===== src/rtl/cocd_pkg.sv =====
// package: option word layout, decode values and register map
// How it works
// - Three 13-bit option words and one 13-bit id word sit apart.
// - Word 0 bit 12 picks PWM width: 0 is 10-bit, 1 is 8-bit.
// - In internal RC mode wake waits RC settle plus 32 (0) or 8 (1).
// - Word 0 bit 9 makes a cycle 2 oscillator periods (0) or 4 (1).
// - Reset level code 11 off, 10 2.7/2.9V, 01 3.5/3.7V, 00 4.0/4.2V.
// - Word 0 bit 6 at 0 makes the shared pin a low-active reset.
// - The watchdog enable bit turns it on at 0 and off at 1.
// - The noise width bit accepts 8 osc periods at 0 and 32 at 1.
// - Noise rejection follows its enable, but is off in low crystal.
// - Noise rejection is off in 32.768 kHz crystal mode and sleep.
// - A 0 in the protect field of word 0 turns code protection on.
// - The watchdog period bit picks about 18 ms (1) or 4.5 ms (0).
// - The internal RC runs at 4 MHz unless word 1 picks 16, 8 or 1.
// - The RC field maps 11 to 4, 10 to 16, 01 to 8, 00 to 1 MHz.
package cocd_pkg;

    // ========================================
    // option words
    localparam int          OPT_W      = 13;
    localparam int          NUM_WORDS  = 4;
    localparam logic [12:0] WORD_ERASE = 13'h1fff;
    localparam int          W0_PWM     = 12;
    localparam int          W0_WAKE    = 10;
    localparam int          W0_INSTR_PERIOD_SEL    = 9;
    localparam int          W0_LVR_HI  = 8;
    localparam int          W0_LVR_LO  = 7;
    localparam int          W0_RSTPIN  = 6;
    localparam int          W0_WDT_N   = 5;
    localparam int          W0_NOISE_PULSE_WIDTH_SEL    = 4;
    localparam int          W0_NRE     = 3;
    localparam int          W0_PROT_HI = 2;
    localparam int          W1_RC_HI   = 6;
    localparam int          W1_RC_LO   = 5;
    localparam int          W1_OSC_HI  = 4;
    localparam int          W1_OSC_LO  = 1;
    localparam int          W2_WDT_PS  = 3;
    localparam logic [2:0]  PROT_OFF   = 3'h7;
    localparam logic [2:0]  OSC_IRC    = 3'h1;
    localparam logic [3:0]  OSC_LXT1   = 4'h4;
    localparam logic [3:0]  OSC_LOW_CRYSTAL_32K_MODE   = 4'h6;

    // ========================================
    // decode values
    localparam logic [5:0]  WAKE_LONG  = 6'h20;
    localparam logic [5:0]  WAKE_SHORT = 6'h08;
    localparam logic [2:0]  IPER_TWO   = 3'h2;
    localparam logic [2:0]  IPER_FOUR  = 3'h4;
    localparam logic [5:0]  NOISE_SHRT = 6'h08;
    localparam logic [5:0]  NOISE_LONG = 6'h20;
    localparam logic [8:0]  CV_270     = 9'h10e;
    localparam logic [8:0]  CV_290     = 9'h122;
    localparam logic [8:0]  CV_350     = 9'h15e;
    localparam logic [8:0]  CV_370     = 9'h172;
    localparam logic [8:0]  CV_400     = 9'h190;
    localparam logic [8:0]  CV_420     = 9'h1a4;
    localparam logic [4:0]  MHZ_1      = 5'h01;
    localparam logic [4:0]  MHZ_4      = 5'h04;
    localparam logic [4:0]  MHZ_8      = 5'h08;
    localparam logic [4:0]  MHZ_16     = 5'h10;

    // ========================================
    // watchdog period in cycles of the 100 MHz clock
    localparam int CLK_PERIOD_NS = 10;
    localparam int WDT_LONG_US   = 18000;
    localparam int WDT_SHORT_US  = 4500;
    localparam int WDT_LONG_CYC  = WDT_LONG_US * 1000 / CLK_PERIOD_NS;
    localparam int WDT_SHORT_CYC = WDT_SHORT_US * 1000 / CLK_PERIOD_NS;
    localparam int WDT_CYC_W     = 21;

    // ========================================
    // register map, byte addresses
    localparam int          ADDR_W     = 5;
    localparam logic [4:0]  REG_WORD0  = 5'h00;
    localparam logic [4:0]  REG_WORD1  = 5'h04;
    localparam logic [4:0]  REG_WORD2  = 5'h08;
    localparam logic [4:0]  REG_WORD3  = 5'h0c;
    localparam logic [4:0]  REG_STATUS = 5'h10;
    localparam logic [4:0]  REG_CTRL   = 5'h14;
    localparam int          CTRL_LOAD  = 0;
    localparam logic [1:0]  RESP_OKAY  = 2'h0;
    localparam logic [1:0]  RESP_DECER = 2'h3;

    // ========================================
    // types
    typedef enum logic [1:0] {
        ST_FETCH  = 2'b00,
        ST_DECODE = 2'b01,
        ST_RUN    = 2'b11
    } cocd_state_type;

    typedef enum logic [1:0] {
        LVR_4V0 = 2'b00,
        LVR_3V5 = 2'b01,
        LVR_2V7 = 2'b10,
        LVR_OFF = 2'b11
    } cocd_lvr_type;

    typedef enum logic [1:0] {
        RC_1M  = 2'b00,
        RC_8M  = 2'b01,
        RC_16M = 2'b10,
        RC_4M  = 2'b11
    } cocd_rc_type;

    typedef struct packed {
        logic                 pwm_8bit;
        logic                 internal_rc_osc;
        logic [5:0]           wake_clocks;
        logic [2:0]           instr_osc_periods;
        cocd_lvr_type         lvr_code;
        logic                 lvr_enable;
        logic [8:0]           lvr_reset_cv;
        logic [8:0]           lvr_release_cv;
        logic                 reset_pin_is_reset;
        logic                 watchdog_enable;
        logic [WDT_CYC_W-1:0] wdt_period_cyc;
        logic [5:0]           noise_pulse_periods;
        logic                 noise_reject_enable;
        logic                 low_crystal_mode;
        logic                 low_crystal_32k_mode;
        logic                 code_protect;
        cocd_rc_type          rc_freq_sel;
        logic [4:0]           rc_freq_mhz;
        logic [OPT_W-1:0]     customer_id;
    } cocd_cfg_type;

    typedef struct packed {
        logic              read;
        logic              write;
        logic [ADDR_W-1:0] address;
        logic [3:0]        byteenable;
        logic [31:0]       writedata;
    } cocd_avs_req_type;

    typedef struct packed {
        logic        waitrequest;
        logic [31:0] readdata;
        logic [1:0]  response;
    } cocd_avs_rsp_type;

endpackage


===== src/rtl/cocd_option_decoder.sv =====
// option word fetch, decode and register access block
//
// Our own choices: the register offsets and the Avalon-MM register port.
`timescale 1ns/1ns
module cocd_option_decoder #(
    parameter int WDT_LONG_CYC  = cocd_pkg::WDT_LONG_CYC,
    parameter int WDT_SHORT_CYC = cocd_pkg::WDT_SHORT_CYC
) (
    input  wire logic                       i_clk_sys,   // 100 MHz
    input  wire logic                       i_reset,     // async, high
    input  wire logic                       i_clk_en,    // freeze when low
    input  wire cocd_pkg::cocd_avs_req_type i_avs,       // bus request
    output cocd_pkg::cocd_avs_rsp_type      o_avs,       // bus answer
    output logic [1:0]                      o_otp_addr,  // word index
    output logic                            o_otp_rd,    // array read
    input  wire logic [12:0]                i_otp_data,  // array word
    input  wire logic                       i_core_hold, // core stopped
    input  wire logic                       i_sleep,     // core asleep
    output cocd_pkg::cocd_cfg_type          o_cfg,       // settings
    output logic                            o_cfg_valid, // settings good
    output logic                            o_noise_on   // int filter on
);
    import cocd_pkg::*;

    typedef struct packed {
        cocd_state_type   state;
        logic [1:0]       idx;
        logic             otp_rd;
        logic             cfg_valid;
        cocd_cfg_type     cfg;
        logic             noise_on;
        cocd_avs_rsp_type avs;
    } cocd_top_type;

    cocd_top_type     st_reg;
    cocd_top_type     st_next;
    logic [OPT_W-1:0] word_q [NUM_WORDS];
    logic             fetch_load;

    // ========================================
    // option decode
    function automatic cocd_cfg_type decode(
        input logic [OPT_W-1:0] w0,
        input logic [OPT_W-1:0] w1,
        input logic [OPT_W-1:0] w2,
        input logic [OPT_W-1:0] w3
    );
        cocd_cfg_type c;
        logic [3:0]   osc;
        c   = '0;
        osc = w1[W1_OSC_HI:W1_OSC_LO];
        // pwm width
        c.pwm_8bit = w0[W0_PWM];
        // wake count only means something on the internal RC
        c.internal_rc_osc = (osc[3:1] == OSC_IRC);
        if (c.internal_rc_osc) begin
            c.wake_clocks = w0[W0_WAKE] ? WAKE_SHORT : WAKE_LONG;
        end
        // instruction cycle length
        c.instr_osc_periods = w0[W0_INSTR_PERIOD_SEL] ? IPER_FOUR : IPER_TWO;
        // low voltage reset thresholds
        c.lvr_code   = cocd_lvr_type'(w0[W0_LVR_HI:W0_LVR_LO]);
        c.lvr_enable = (c.lvr_code != LVR_OFF);
        unique case (c.lvr_code)
            LVR_2V7: begin
                c.lvr_reset_cv   = CV_270;
                c.lvr_release_cv = CV_290;
            end
            LVR_3V5: begin
                c.lvr_reset_cv   = CV_350;
                c.lvr_release_cv = CV_370;
            end
            LVR_4V0: begin
                c.lvr_reset_cv   = CV_400;
                c.lvr_release_cv = CV_420;
            end
            LVR_OFF: begin
                c.lvr_reset_cv   = '0;
                c.lvr_release_cv = '0;
            end
        endcase
        // shared pin role and watchdog
        c.reset_pin_is_reset = ~w0[W0_RSTPIN];
        c.watchdog_enable    = ~w0[W0_WDT_N];
        c.wdt_period_cyc = w2[W2_WDT_PS]
                         ? WDT_CYC_W'(WDT_LONG_CYC)
                         : WDT_CYC_W'(WDT_SHORT_CYC);
        // interrupt pin noise filter
        c.noise_pulse_periods =
            w0[W0_NOISE_PULSE_WIDTH_SEL] ? NOISE_LONG : NOISE_SHRT;
        c.low_crystal_32k_mode = (osc == OSC_LOW_CRYSTAL_32K_MODE);
        c.low_crystal_mode =
            (osc == OSC_LXT1) | c.low_crystal_32k_mode;
        c.noise_reject_enable =
            w0[W0_NRE] & ~c.low_crystal_mode;
        // any programmed protect bit locks the code
        c.code_protect = (w0[W0_PROT_HI:0] != PROT_OFF);
        // internal RC frequency
        c.rc_freq_sel = cocd_rc_type'(w1[W1_RC_HI:W1_RC_LO]);
        unique case (c.rc_freq_sel)
            RC_4M:  c.rc_freq_mhz = MHZ_4;
            RC_16M: c.rc_freq_mhz = MHZ_16;
            RC_8M:  c.rc_freq_mhz = MHZ_8;
            RC_1M:  c.rc_freq_mhz = MHZ_1;
        endcase
        c.customer_id = w3;
        return c;
    endfunction

    // ========================================
    // word holding registers, one per option word
    assign fetch_load = (st_reg.state == ST_FETCH) & st_reg.otp_rd;

    for (genvar g = 0; g < NUM_WORDS; g++) begin : g_word
        cocd_word_latch #(
            .WIDTH (OPT_W),
            .INIT  (WORD_ERASE)
        ) u_word (
            .i_clk_sys (i_clk_sys),
            .i_reset   (i_reset),
            .i_clk_en  (i_clk_en),
            .i_load    (fetch_load && (st_reg.idx == 2'(g))),
            .i_data    (i_otp_data),
            .o_word    (word_q[g])
        );
    end

    // ========================================
    // next state: fetch sequence, bus slave, filter gate
    always_comb begin
        logic        req;
        logic        commit;
        logic [31:0] rd;
        logic [1:0]  resp;
        req    = i_avs.read | i_avs.write;
        commit = 1'b0;
        rd     = '0;
        resp   = RESP_OKAY;
        st_next = st_reg;

        // read mux and decode of the address
        unique case (i_avs.address)
            REG_WORD0:  rd = 32'(word_q[0]);
            REG_WORD1:  rd = 32'(word_q[1]);
            REG_WORD2:  rd = 32'(word_q[2]);
            REG_WORD3:  rd = 32'(word_q[3]);
            REG_STATUS: rd = 32'({st_reg.state, st_reg.noise_on,
                                  st_reg.cfg_valid});
            REG_CTRL:   rd = '0;
            default:    resp = RESP_DECER;
        endcase

        // one wait cycle, then answer for one cycle
        st_next.avs.waitrequest = 1'b1;
        if (req && st_reg.avs.waitrequest) begin
            st_next.avs.waitrequest = 1'b0;
            st_next.avs.readdata    = i_avs.read ? rd : '0;
            st_next.avs.response    = resp;
        end
        commit = ~st_reg.avs.waitrequest & i_avs.write
               & (i_avs.address == REG_CTRL) & i_avs.byteenable[0]
               & i_avs.writedata[CTRL_LOAD];

        // word fetch, decode, then hold
        unique case (st_reg.state)
            ST_FETCH: begin
                if (st_reg.idx == 2'h3) begin
                    st_next.otp_rd = 1'b0;
                    st_next.state  = ST_DECODE;
                end else begin
                    st_next.idx = st_reg.idx + 2'h1;
                end
            end
            ST_DECODE: begin
                st_next.cfg = decode(word_q[0], word_q[1],
                                     word_q[2], word_q[3]);
                st_next.cfg_valid = 1'b1;
                st_next.state     = ST_RUN;
            end
            ST_RUN: begin
                // reload only while the core is held
                if (commit && i_core_hold) begin
                    st_next.state     = ST_FETCH;
                    st_next.idx       = '0;
                    st_next.otp_rd    = 1'b1;
                    st_next.cfg_valid = 1'b0;
                end
            end
            default: begin
                st_next.state     = ST_FETCH;
                st_next.idx       = '0;
                st_next.otp_rd    = 1'b1;
                st_next.cfg_valid = 1'b0;
            end
        endcase

        // filter gate follows sleep and crystal mode live
        st_next.noise_on = st_reg.cfg_valid
                         & st_reg.cfg.noise_reject_enable
                         & ~st_reg.cfg.low_crystal_32k_mode
                         & ~i_sleep;
    end

    // ========================================
    // state register
    always_ff @(posedge i_clk_sys or posedge i_reset) begin
        if (i_reset) begin
            st_reg.state           <= ST_FETCH;
            st_reg.idx             <= '0;
            st_reg.otp_rd          <= 1'b1;
            st_reg.cfg_valid       <= 1'b0;
            st_reg.cfg             <= '0;
            st_reg.noise_on        <= 1'b0;
            st_reg.avs.waitrequest <= 1'b1;
            st_reg.avs.readdata    <= '0;
            st_reg.avs.response    <= RESP_OKAY;
        end else if (i_clk_en) begin
            st_reg <= st_next;
        end
    end

    // outputs straight from the state register
    assign o_avs       = st_reg.avs;
    assign o_otp_addr  = st_reg.idx;
    assign o_otp_rd    = st_reg.otp_rd;
    assign o_cfg       = st_reg.cfg;
    assign o_cfg_valid = st_reg.cfg_valid;
    assign o_noise_on  = st_reg.noise_on;
endmodule


===== src/rtl/cocd_word_latch.sv =====
// one option word holding register, loaded by strobe
`timescale 1ns/1ns
module cocd_word_latch #(
    parameter int               WIDTH = 13,
    parameter logic [WIDTH-1:0] INIT  = '1
) (
    input  wire logic             i_clk_sys, // system clock
    input  wire logic             i_reset,   // async reset, high
    input  wire logic             i_clk_en,  // freezes state when low
    input  wire logic             i_load,    // capture strobe
    input  wire logic [WIDTH-1:0] i_data,    // word from the array
    output logic      [WIDTH-1:0] o_word     // held word
);
    import cocd_pkg::*;

    typedef struct packed {
        logic [WIDTH-1:0] word;
    } cocd_latch_type;

    cocd_latch_type st_reg;
    cocd_latch_type st_next;

    // take the word on the strobe
    always_comb begin
        st_next = st_reg;
        if (i_load) begin
            st_next.word = i_data;
        end
    end

    // erased value until first load
    always_ff @(posedge i_clk_sys or posedge i_reset) begin
        if (i_reset) begin
            st_reg.word <= INIT;
        end else if (i_clk_en) begin
            st_reg <= st_next;
        end
    end

    assign o_word = st_reg.word;
endmodule


===== config.mk =====
export PLATFORM = sky130hd
export DESIGN_NAME = cocd_option_decoder
export DESIGN_NICKNAME = d
export VERILOG_FILES = /design/src/rtl/cocd_pkg.sv /design/src/rtl/cocd_option_decoder.sv /design/src/rtl/cocd_word_latch.sv
export SDC_FILE = /design/constraint.sdc
export NUM_CORES = 1
export LEC_CHECK = 0
export BUFFER_PORTS_ARGS = -buffer_cell sky130_fd_sc_hd__buf_4
export CORE_MARGIN = 4
export CORE_UTILIZATION = 50
export DETAILED_ROUTE_END_ITERATION = 12
export GPL_ROUTABILITY_DRIVEN = 0
export PLACE_DENSITY = 0.78
export SETUP_SLACK_MARGIN = 0.15
export SLEW_MARGIN = 5
export SYNTH_ARGS = -nofsm -noshare
export SYNTH_HDL_FRONTEND = slang
export SYNTH_SLANG_ARGS = --single-unit

===== constraint.sdc =====
create_clock -name i_clk_sys -period 4.25 [get_ports i_clk_sys]
set_input_delay 0.2125 -clock i_clk_sys [delete_from_list [all_inputs] [get_ports i_clk_sys]]
set_output_delay 0.2125 -clock i_clk_sys [all_outputs]
set_load 0.02 [all_outputs]

# Word level (Yosys, flattened, before mapping)
# Index checks and enable logic that the tools add are counted.
# op_classes
n_addsub,1
eq_ne,24
muxes,18
bitwise,19
reduce_logical,22
# ops
cell,n
$pmux W18 S4,1
$pmux W13 S5,1
$mux W35,1
$mux W32,1
$mux W6,4
$mux W21,1
$pmux W5 S4,1
$eq A2 B2 Y1 const B,7
$reduce_and A2 Y1,6
$eq A5 B4 Y1 const B,2
$eq A5 B5 Y1 const B,2
$and A1 B1 Y1,9
$pmux W3 S3,1
$eq A2 B1 Y1 const B,4
$eq A4 B3 Y1 const B,2
$logic_not A2 Y1,4
$not A1 Y1,8
$reduce_and A4 Y1,2
$logic_and A1 B1 Y1,6
$mux W2,3
$ne A2 B2 Y1 const B,3
$pmux W2 S3,1
$reduce_and A3 Y1,2
$reduce_or A6 Y1,1
other kinds (10),11
# totals
regBits,179
input_bits,61
output_inout_bits,125
elab_cells,115

# Logic depth before layout (Yosys ltp)
# Gate-level depths: netlist (run 1).
# depth
ltp_word,8
mapped_depth,6
depth_no_buf,5

# By module
# A second synthesis (run 1) with hierarchy kept.
# hier_totals
cells_unflattened,564
area_unflattened_um2,6341.1
# by_module_without_submodules
mod,n_inst,cells_each,area_each_um2,seq_area_each_um2
cocd_option_decoder,1,448,4154.0,1654.1
cocd_word_latch,4,29,546.8,341.6

# Worst setup path after synthesis (run 1)
# No wires, ideal clock.
# synth_timing
path_kind,flip-flop to flip-flop
start,register st_reg[126] in the netlist's numbering
end,"register st_reg, in the netlist o_cfg[22]"
setup_time_ns,0.125
arrival_ns,1.516
required_time_ns,4.125
setup_slack_ns,2.609
stages_incl_launch_ff,6
path_buffers,3
synth_period_minus_slack_ns,1.641
cell_sequence,dfrtp_1 > clkbuf_1 > nand3b_1 > clkbuf_1 > clkbuf_1 > mux2_2
# synth_via
elab_chain_cells,2
# synth_lines
element,line,text
from (decl),cocd_option_decoder.sv:35,cocd_top_type st_reg;
from (signal assigned),cocd_option_decoder.sv:218,st_reg <= st_next;
$eq A2 B1 Y1,cocd_option_decoder.sv:165,unique case (st_reg.state)
$reduce_and A2 Y1 (no source line),-,
# No other way between the ends.
# A chain may end at the register's enable or synchronous reset.

# Worst setup path after layout (run 1)
# layout_timing
start,register st_reg[125] in the netlist's numbering
end,"register st_reg, in the netlist o_cfg[82]"
# The elaborated chain is that of the path after synthesis.

==> qor.yml, run 1 <==
outcome: "finished, violations left"
violations: "negative hold slack"
rrSetupSlack_ps: 1790
maxSlewViolCount: 0
wire_per_inst_um: 17.89
fillers: 1004
hp-class: "primary input to asynchronous set/reset pin"
async_reset_ff_share_pct: 100.0
crit_arrival_ps: 2780
route.detailed.drc: 0
die_h_um: 118.4
fin_setup_tns_ps: 0
clk_latency_ps: 410
ys_seq_elements: 118
syn_to_final_growth_pct: 12.45
p_leak_uw: 0.003370
crit_type: "flip-flop to flip-flop"
worst_hold_slack_ps: -16.82
cts_root_buf: "clkbuf_16"
holdBufCountCts: 0
grt_overflow: 0
cts_buffer_depth: 2
grt_pass1_vias: 3739
avgViaCountPerCell: 5.272
nNetsFinal: 608
synth.distinct_cells: 46
period_needed_ps: 2462
syn_area_per_cell_um2: 11.87
grt_max_degree: 73
cts_tree: "done"
firstDrtPassIters: 4
crit_cells: 3
cts_setup_buffers: 0
vias: 3685
critPathRequiredTime_ps: 4570
synth_area_um2: 6091
crit_slowest_cell: "or4b_1"
core_um2: 11960
seq_area_frac_synth_pct: 49.59
top_layer: "met4"
r2r-end: "o_cfg[82]"
fin_crit_sh_pct: 57.93
cts_resized: 0
ant_nets: 0
die_w_um: 118.4
clock-skew-final_ps: 8.990
finalPower_uw: 3976
cp_max_fo: 21
layout_commonest_cell: "buf_4"
clock.fmax_mhz: 406.2
peakVddDrop_mv: 0.2497
critPathMaxStageDelay_ps: 870
pin_count: 186
largest_register_ff_count: 52
r2r_start: "st_reg[125]"
worst_slew_pin_slew_ps: 989.4
wl_met3_um: 743
finalHoldViolCount: 4
ys_warn_count: 0
critPathLaunch: "st_reg[125]"
drive_gt1_share_pct: 50.91
path_buf_inv: 0
cts_sinks: 118
path_clk_slew_ps: 60
wl_met1_um: 5217
rsz0062_at_grt: "false"
drtIter0Drc: 216
final_cell_mix: "117 x buf_4, 75 x mux2_2, 64 x dfrtp_1"
grtUsageTotal_pct: 18.03
critPathCapture: "o_cfg[82]"
cts_buffers: 17
synth_ff_type: "dfrtp_1"
grt_pass1_wl_um: 19780
dp_hpwl_um: 8074
met2WireLength_um: 6261
die_area_um2: 14010
antenna_found_initial: 0
startpoint_type: "flip-flop"
cap_violations: 0
port_buffers: 113
core.rowCount: 40
slew_headroom_pct: 33.84
synth-edff-count: 0
critical-path-top-delay-family: "simple AND/OR/NAND/NOR gates"
end_kind: "flip-flop"
crit_chain: "nand3b_1 > or4b_1 > o21ai_0"
r2r_cells: 3
antenna_cells: 0
htree_levels: 4
wl_um: 12510
syn_inst: 513
finalSetupViolCount: 0
powerDensity_nw_per_um2: 580.5
initial_utilization_pct: 50.92
synthesized netlist by cell type (all sizes together), types with 2 or more instances:
| master | instances | area (um^2) |
|---|---|---|
| nand2b | 3 | 18.77 |
| o31ai | 2 | 15.01 |
| or4b | 3 | 30.03 |
| o22ai | 9 | 56.30 |
| nor2 | 4 | 15.01 |
| a31oi | 4 | 25.02 |
| inv | 11 | 41.29 |
| a21o | 2 | 15.01 |
| nor3 | 2 | 10.01 |
| ha | 8 | 100.1 |
| a22o | 10 | 87.58 |
| nand3b | 2 | 15.01 |
| dfstp | 54 | 1419 |
| dfrtp | 64 | 1602 |
| mux2i | 27 | 270.3 |
| o21a | 4 | 30.03 |
| o2bb2ai | 4 | 35.03 |
| o211ai | 2 | 15.01 |
| buf | 131 | 958.4 |
| o21ai | 20 | 100.1 |
| mux2 | 75 | 844.6 |
| o22a | 4 | 35.03 |
| nand2 | 28 | 105.1 |
| and2 | 4 | 25.02 |
| clkbuf | 16 | 61.30 |
| o32ai | 4 | 35.03 |
how the worst min path moves through the flow:
| stage | startpoint | to | slack (ps) | cells past startpoint |
|---|---|---|---|---|
| after floorplan | i_otp_data[10] | g_word[0].u_word.o_word[10] | 360 | 1 |
| after global placement | i_reset | o_avs[14] | 430 | 2 |
| after detailed placement | i_reset | o_avs[14] | 450 | 2 |
| after CTS | i_reset | o_avs[14] | 10 | 2 |
| after global routing | i_otp_data[4] | g_word[2].u_word.o_word[4] | 60 | 2 |
| final | i_reset | o_cfg[11] | -20 | 2 |
where the power goes:
group          switching, uW  internal, uW  total (uW)
Sequential               174          1380        1560
Combinational            585           462        1050
Clock                    486           886        1370
Total                   1240          2730        3980
per-stage QoR:
step,area [um^2],setup slack [ps],utilization (%),hold slack [ps],cells
global route,6849,1545,57.26,57.43,699
global placement,6280,1859,52.50,430.7,667
finish,6849,1788,57.26,-16.82,699
detailed placement,6280,1846,52.50,447.3,667
CTS,6849,1828,57.26,11.31,699
floorplan,6230,997.7,-,363.4,550
layer usage:
layer / GRT usage, % / vias up
met4: 8.182 / 0
met2: 29.94 / 134
met1: 22.18 / 1843
met5: 0 / -
li1: - / 1687
met3: 4.545 / 21
layout make-up:
| type | instances | area (um^2) | share of cell area (%) |
|---|---|---|---|
| Clock buffer | 22 | 464.2 | 6.777 |
| Sequential cell | 118 | 3020 | 44.10 |
| Clock inverter | 10 | 105.1 | 1.535 |
| Inverter | 11 | 43.79 | 0.6394 |
| Multi-Input combinational cell | 274 | 2153 | 31.44 |
| Tap cell | 147 | 183.9 | 2.685 |
| Timing Repair Buffer | 117 | 878.3 | 12.82 |
cells by family after synthesis:
group	count (synthesis)	share of synthesized area, %
other	1	0.06157
buffers and inverters	158	17.42
AOI/OAI and AO/OA	70	8.011
and+or+nand+nor	56	4.971
DFF	118	49.59
muxes	102	18.30
adders and majority gates	8	1.643
Note: power is estimated with default switching activity, not from simulation.
==> run 2, diff against run 1 <==
--- a/config.mk
+++ b/config.mk
@@ -7,10 +7,10 @@
 export LEC_CHECK = 0
 export BUFFER_PORTS_ARGS = -buffer_cell sky130_fd_sc_hd__buf_4
 export CORE_MARGIN = 4
-export CORE_UTILIZATION = 50
+export CORE_UTILIZATION = 47
 export DETAILED_ROUTE_END_ITERATION = 12
 export GPL_ROUTABILITY_DRIVEN = 0
-export PLACE_DENSITY = 0.78
+export PLACE_DENSITY = 0.77
 export SETUP_SLACK_MARGIN = 0.15
 export SLEW_MARGIN = 5
 export SYNTH_ARGS = -nofsm -noshare
==> constraint.sdc (replaced) <==
create_clock -name i_clk_sys -period 2.25 [get_ports i_clk_sys]
set_input_delay 0.1125 -clock i_clk_sys [delete_from_list [all_inputs] [get_ports i_clk_sys]]
set_output_delay 0.1125 -clock i_clk_sys [all_outputs]
set_load 0.02 [all_outputs]
==> run 2 against run 1 <==
Net effect: the flow now finishes without violations; combinational power is 90% higher; sequential share of layout area is 1.5 points lower; wire length grew 1.1%; non-clock buffer count increased by 23; register-to-register slack worse by 1200 ps; first-iteration DRC count fell by 20%; die area increased by 5.9%; flip-flop and latch count stayed put; total power up 86%; via count up 1.4%; critical endpoint is now o_otp_addr[0]; largest power group unchanged.
==> qor.yml, run 2 (same netlist as run 1, synthesis figures left out) <==
outcome: "finished, final reports clean"
cap_violations: 0
route.detailed.drc: 0
drive_gt1_share_pct: 49.57
clk_latency_ps: 410
drtIter0Drc: 172
die_w_um: 121.8
cp_max_fo: 7
end_kind: "flip-flop"
r2r-end: "g_word[3].u_word.o_word[10]"
finalSetupViolCount: 0
finalHoldViolCount: 0
cts_sinks: 118
met2WireLength_um: 6148
r2r_start: "st_reg[125]"
antenna_found_initial: 0
pwr-share-clk_pct: 33.1
vias: 3735
pin_count: 186
grt_overflow: 0
layout_commonest_cell: "buf_4"
grt_pass1_vias: 3821
core.rowCount: 41
wl_um: 12650
fillers: 1055
nNetsFinal: 631
r2r_cells: 4
period_needed_ps: 1864
ant_nets: 0
seq_power_share_pct: 39.9
cts_root_buf: "clkbuf_16"
slew_headroom_pct: 58.31
rsz0062_at_grt: "false"
wl_met1_um: 5377
port_buffers: 113
peakVddDrop_mv: 0.5116
rrSetupSlack_ps: 550
wire_per_inst_um: 16.93
hp-class: "primary input to flip-flop"
cts_setup_buffers: 0
avgViaCountPerCell: 5.000
holdPathStages: 4
final_cell_mix: "123 x buf_4, 75 x mux2_2, 64 x dfrtp_1"
cts_buffers: 17
fin_setup_tns_ps: 0
grtUsageTotal_pct: 17.63
p_sw_uw: 2308
combPwrFrac_pct: 27.0
power.internal_uw: 5087
min-delay-start: "i_sleep"
antenna_cells: 0
die_h_um: 121.8
path_clk_slew_ps: 50
core_um2: 12670
cts_buffer_depth: 2
clock.fmax_mhz: 536.5
p_leak_uw: 0.003461
powerDensity_nw_per_um2: 1044
wl_met3_um: 767
crit_arrival_ps: 2130
syn_to_final_growth_pct: 16.29
initial_utilization_pct: 48.07
htree_levels: 4
critPathRequiredTime_ps: 2510
firstDrtPassIters: 4
hold_path_end: "o_noise_on"
final_util_pct: 55.90
maxSlewViolCount: 0
startpoint_type: "primary input"
fin_crit_sh_pct: 82.83
worst_slew_pin_slew_ps: 625.3
die_area_um2: 14850
crit_type: "primary input to flip-flop"
grt_max_degree: 119
clock-skew-final_ps: 7.009
largest_register_ff_count: 52
swShare_pct: 31.21
cts_tree: "done"
grt_pass1_wl_um: 20000
dp_hpwl_um: 8326
top_layer: "met4"
-- run 2: cell count changes in the layout (fill, tap and decap cells not counted), sizes merged --
cell,previous run,this run
clkinv,6,3
clkbuf,22,29
clkinvlp,2,1
dlygate4sd3,0,16
bufinv,2,0
buf,117,124
inv,11,10
-- run 2: metrics by stage --
step,power (uW),hold slack [ps],std cells,area (um^2),setup WS [ps]
finish,7394,19.02,747,7083,386.2
global route,7777,28.97,747,7083,365.8
CTS,7473,3.588,747,7083,421.7
detailed placement,4970,351.1,699,6377,535.4
global placement,4891,336.0,699,6377,511.2
floorplan,4440,263.4,550,6233,609.3
-- run 2: area by class of cell --
class                      instances  area, um^2  share of cell area [%]
sequential                       118        3020                   42.64
multi-input combinational        274        2153                   30.40
timing repair buffer             140        1104                   15.58
clock buffer                      29       530.5                   7.490
tap                              172       215.2                   3.038
inverter                          11       45.04                  0.6359
clock inverter                     3       15.01                  0.2120
-- run 2: power by group through the flow --
stage	clock (uW)	combinational, uW	sequential (uW)
after detailed placement	0	1990	2980
after global placement	0	1940	2950
final	2450	1990	2950
after global routing	2610	2150	3020
after CTS	2500	2020	2950
after floorplan	0	1640	2800
-- run 2: how the worst max path moves through the flow --
stage | startpoint | endpoint | slack, ps | cells past startpoint
floorplan | st_reg[126] | o_cfg[22] | 610 | 5
global placement | i_avs[37] | o_otp_addr[0] | 510 | 4
detailed placement | i_avs[37] | o_otp_addr[0] | 540 | 4
CTS | i_avs[36] | o_otp_addr[0] | 420 | 5
global route | i_avs[36] | o_otp_rd | 370 | 5
finish | i_avs[36] | o_otp_addr[0] | 390 | 5
-- run 2: what timing repair did --
item | in CTS | in global routing
resized for setup | 0 | 0
hold buffers | 16 | 0
endpoints found under the hold margin | 117 | 0
-- run 2: critical path, stage by stage --
cell	delay, ps
dlygate4sd3_1	540
buf_4	150
or4b_1	660
nor3_1	470
o221ai_1	200
-- run 2: routing by layer --
layer	track usage, %	vias up
li1	-	1722
met4	9.384	0
met3	4.457	30
met1	22.16	1845
met2	28.07	138
met5	0	-
==> run 3, diff against run 2 <==
==> constraint.sdc (replaced) <==
create_clock -name i_clk_sys -period 1.7 [get_ports i_clk_sys]
set_input_delay 0.085 -clock i_clk_sys [delete_from_list [all_inputs] [get_ports i_clk_sys]]
set_output_delay 0.085 -clock i_clk_sys [all_outputs]
set_load 0.02 [all_outputs]
==> run 3 against run 2 <==
Net effect: clock power up 35%; total power grew 34%; highest routed layer unchanged; sequential share of layout area shrank 1.1 points; final cell count is 1.9% higher; sequential power increased by 31%; via count up 1.8%; utilization grew 1.5 points; clock-buffer cell count down 1.
==> qor.yml, run 3 (same netlist as run 1, synthesis figures left out) <==
cts_tree: "done"
firstDrtPassIters: 4
grtUsageTotal_pct: 17.70
cts_root_buf: "clkbuf_16"
layout_commonest_cell: "buf_4"
core_um2: 12670
critPathMaxStageDelay_ps: 370
finalPower_uw: 9934
grt_pass1_vias: 3893
drtIter0Drc: 131
antenna_cells: 0
wl_um: 12720
clock-skew-final_ps: 8.681
grt_pass1_wl_um: 20120
peakVddDrop_mv: 0.6527
crit_type: "flip-flop to flip-flop"
wire_per_inst_um: 16.71
htree_levels: 4
final_cell_mix: "125 x buf_4, 75 x mux2_2, 63 x dfrtp_1"
path_clk_slew_ps: 50
critPathRequiredTime_ps: 2030
period_needed_ps: 1528
core.rowCount: 41
r2r_start: "st_reg[126]"
powerDensity_nw_per_um2: 1366
fin_crit_sh_pct: 89.88
cts_sinks: 118
fin_cells: 761
finalSetupViolCount: 0
crit_slowest_cell: "dfrtp_1"
outcome: "finished, final reports clean"
path_buf_inv: 2
cp_max_fo: 8
setup_ws_ps: 172.1
fillers: 1051
clock.fmax_mhz: 654.5
crit_chain: "buf_4 > and4bb_4 > nand2_2 > buf_4 > mux2_2"
r2r-end: "g_word[3].u_word.o_word[4]"
critical-path-top-delay-family: "simple AND/OR/NAND/NOR gates"
r2r_cells: 5
hold_path_end: "o_otp_rd"
route.detailed.drc: 0
initial_utilization_pct: 48.07
ant_nets: 0
post-place-ws_ps: 120.5
rsz0062_at_grt: "true"
p_leak_uw: 0.003550
grt_max_degree: 82
hp-class: "primary input to flip-flop"
dp_hpwl_um: 8815
holdPathStages: 4
avgViaCountPerCell: 4.997
cap_violations: 0
nNetsFinal: 645
cts_setup_buffers: 0
rrSetupSlack_ps: 170
cts_buffers: 17
finalHoldViolCount: 0
die_area_um2: 14850
largest_register_ff_count: 52
vias: 3803
maxSlewViolCount: 0
die_h_um: 121.8
crit_arrival_ps: 1850
antenna_found_initial: 0
pin_count: 186
clk_latency_ps: 410
cp_common_cell: "buf_4"
grt_overflow: 0
min-delay-start: "i_avs[0]"
final_util_pct: 57.37
port_buffers: 113
cts_buffer_depth: 2
end_kind: "flip-flop"
fin_setup_tns_ps: 0
drive_gt1_share_pct: 50.93
syn_to_final_growth_pct: 19.35
startpoint_type: "flip-flop"
die_w_um: 121.8
dp_cells: 710
[run 3: changes by cell type in the layout (fill, tap and decap cells not counted), moves of 2 or more]
cell / previous run / this run
buf_4: 123 / 125
buf_12: 1 / 3
clkbuf_8: 6 / 4
nand2_1: 28 / 26
buf_6: 0 / 7
dlygate4sd3_1: 16 / 19
nand2_2: 0 / 2
[run 3: metrics by stage]
stage	hold slack, ps	instance area (um^2)
2_1_floorplan	235.9	6237
3_3_place_gp	247.1	6485
3_5_place_dp	257.1	6485
4_1_cts	59.48	7229
5_1_grt	122.1	7269
6_report	74.69	7269
[run 3: final cells by class]
type                       count  area [um^2]  share of cell area [%]
clock buffer                  28        506.7                   6.971
clock inverter                 4        45.04                  0.6196
sequential                   118         3022                   41.57
inverter                      11        45.04                  0.6196
multi-input combinational    274         2168                   29.83
tap                          172        215.2                   2.960
timing repair buffer         154         1267                   17.44
[run 3: power by group]
part           internal, uW  leakage, uW  switching, uW
sequential             3460      0.00139            393
clock                  2160     0.000272           1160
combinational          1250      0.00189           1520
total                  6870      0.00355           3060
[run 3: worst register-to-register path, cell delays in order (launching register included)]
cell and delay, ps:
dfrtp_1 370, buf_4 160, and4bb_4 370, nand2_2 100
buf_4 180, mux2_2 270
[run 3: timing repair]
item                       CTS  global route
pin swaps                    0             1
hold endpoints to repair   121             0
resized for setup            1            12
setup endpoints to repair    1            51
hold buffers                19             0
[run 3: metal layers]
metal / vias to the layer above / track usage [%] / part of all wire [%]
li1: 1760 / - / -
met1: 1886 / 21.59 / 41
met2: 133 / 29.77 / 51
met3: 24 / 4.271 / 5.7
met4: 0 / 8.053 / 2.1
met5: - / 0 / 0
[run 3: worst max path at each step]
stage / from / to / slack, ps / depth (start not counted)
final: st_reg[126] / g_word[3].u_word.o_word[4] / 170 / 5
after global routing: st_reg[126] / g_word[1].u_word.o_word[0] / 120 / 5
after detailed placement: i_avs[37] / o_avs[4] / 120 / 4
after CTS: st_reg[126] / g_word[2].u_word.o_word[5] / 160 / 5
after floorplan: o_otp_rd / g_word[3].u_word.o_word[0] / 180 / 4
after global placement: i_avs[37] / o_avs[4] / 160 / 4
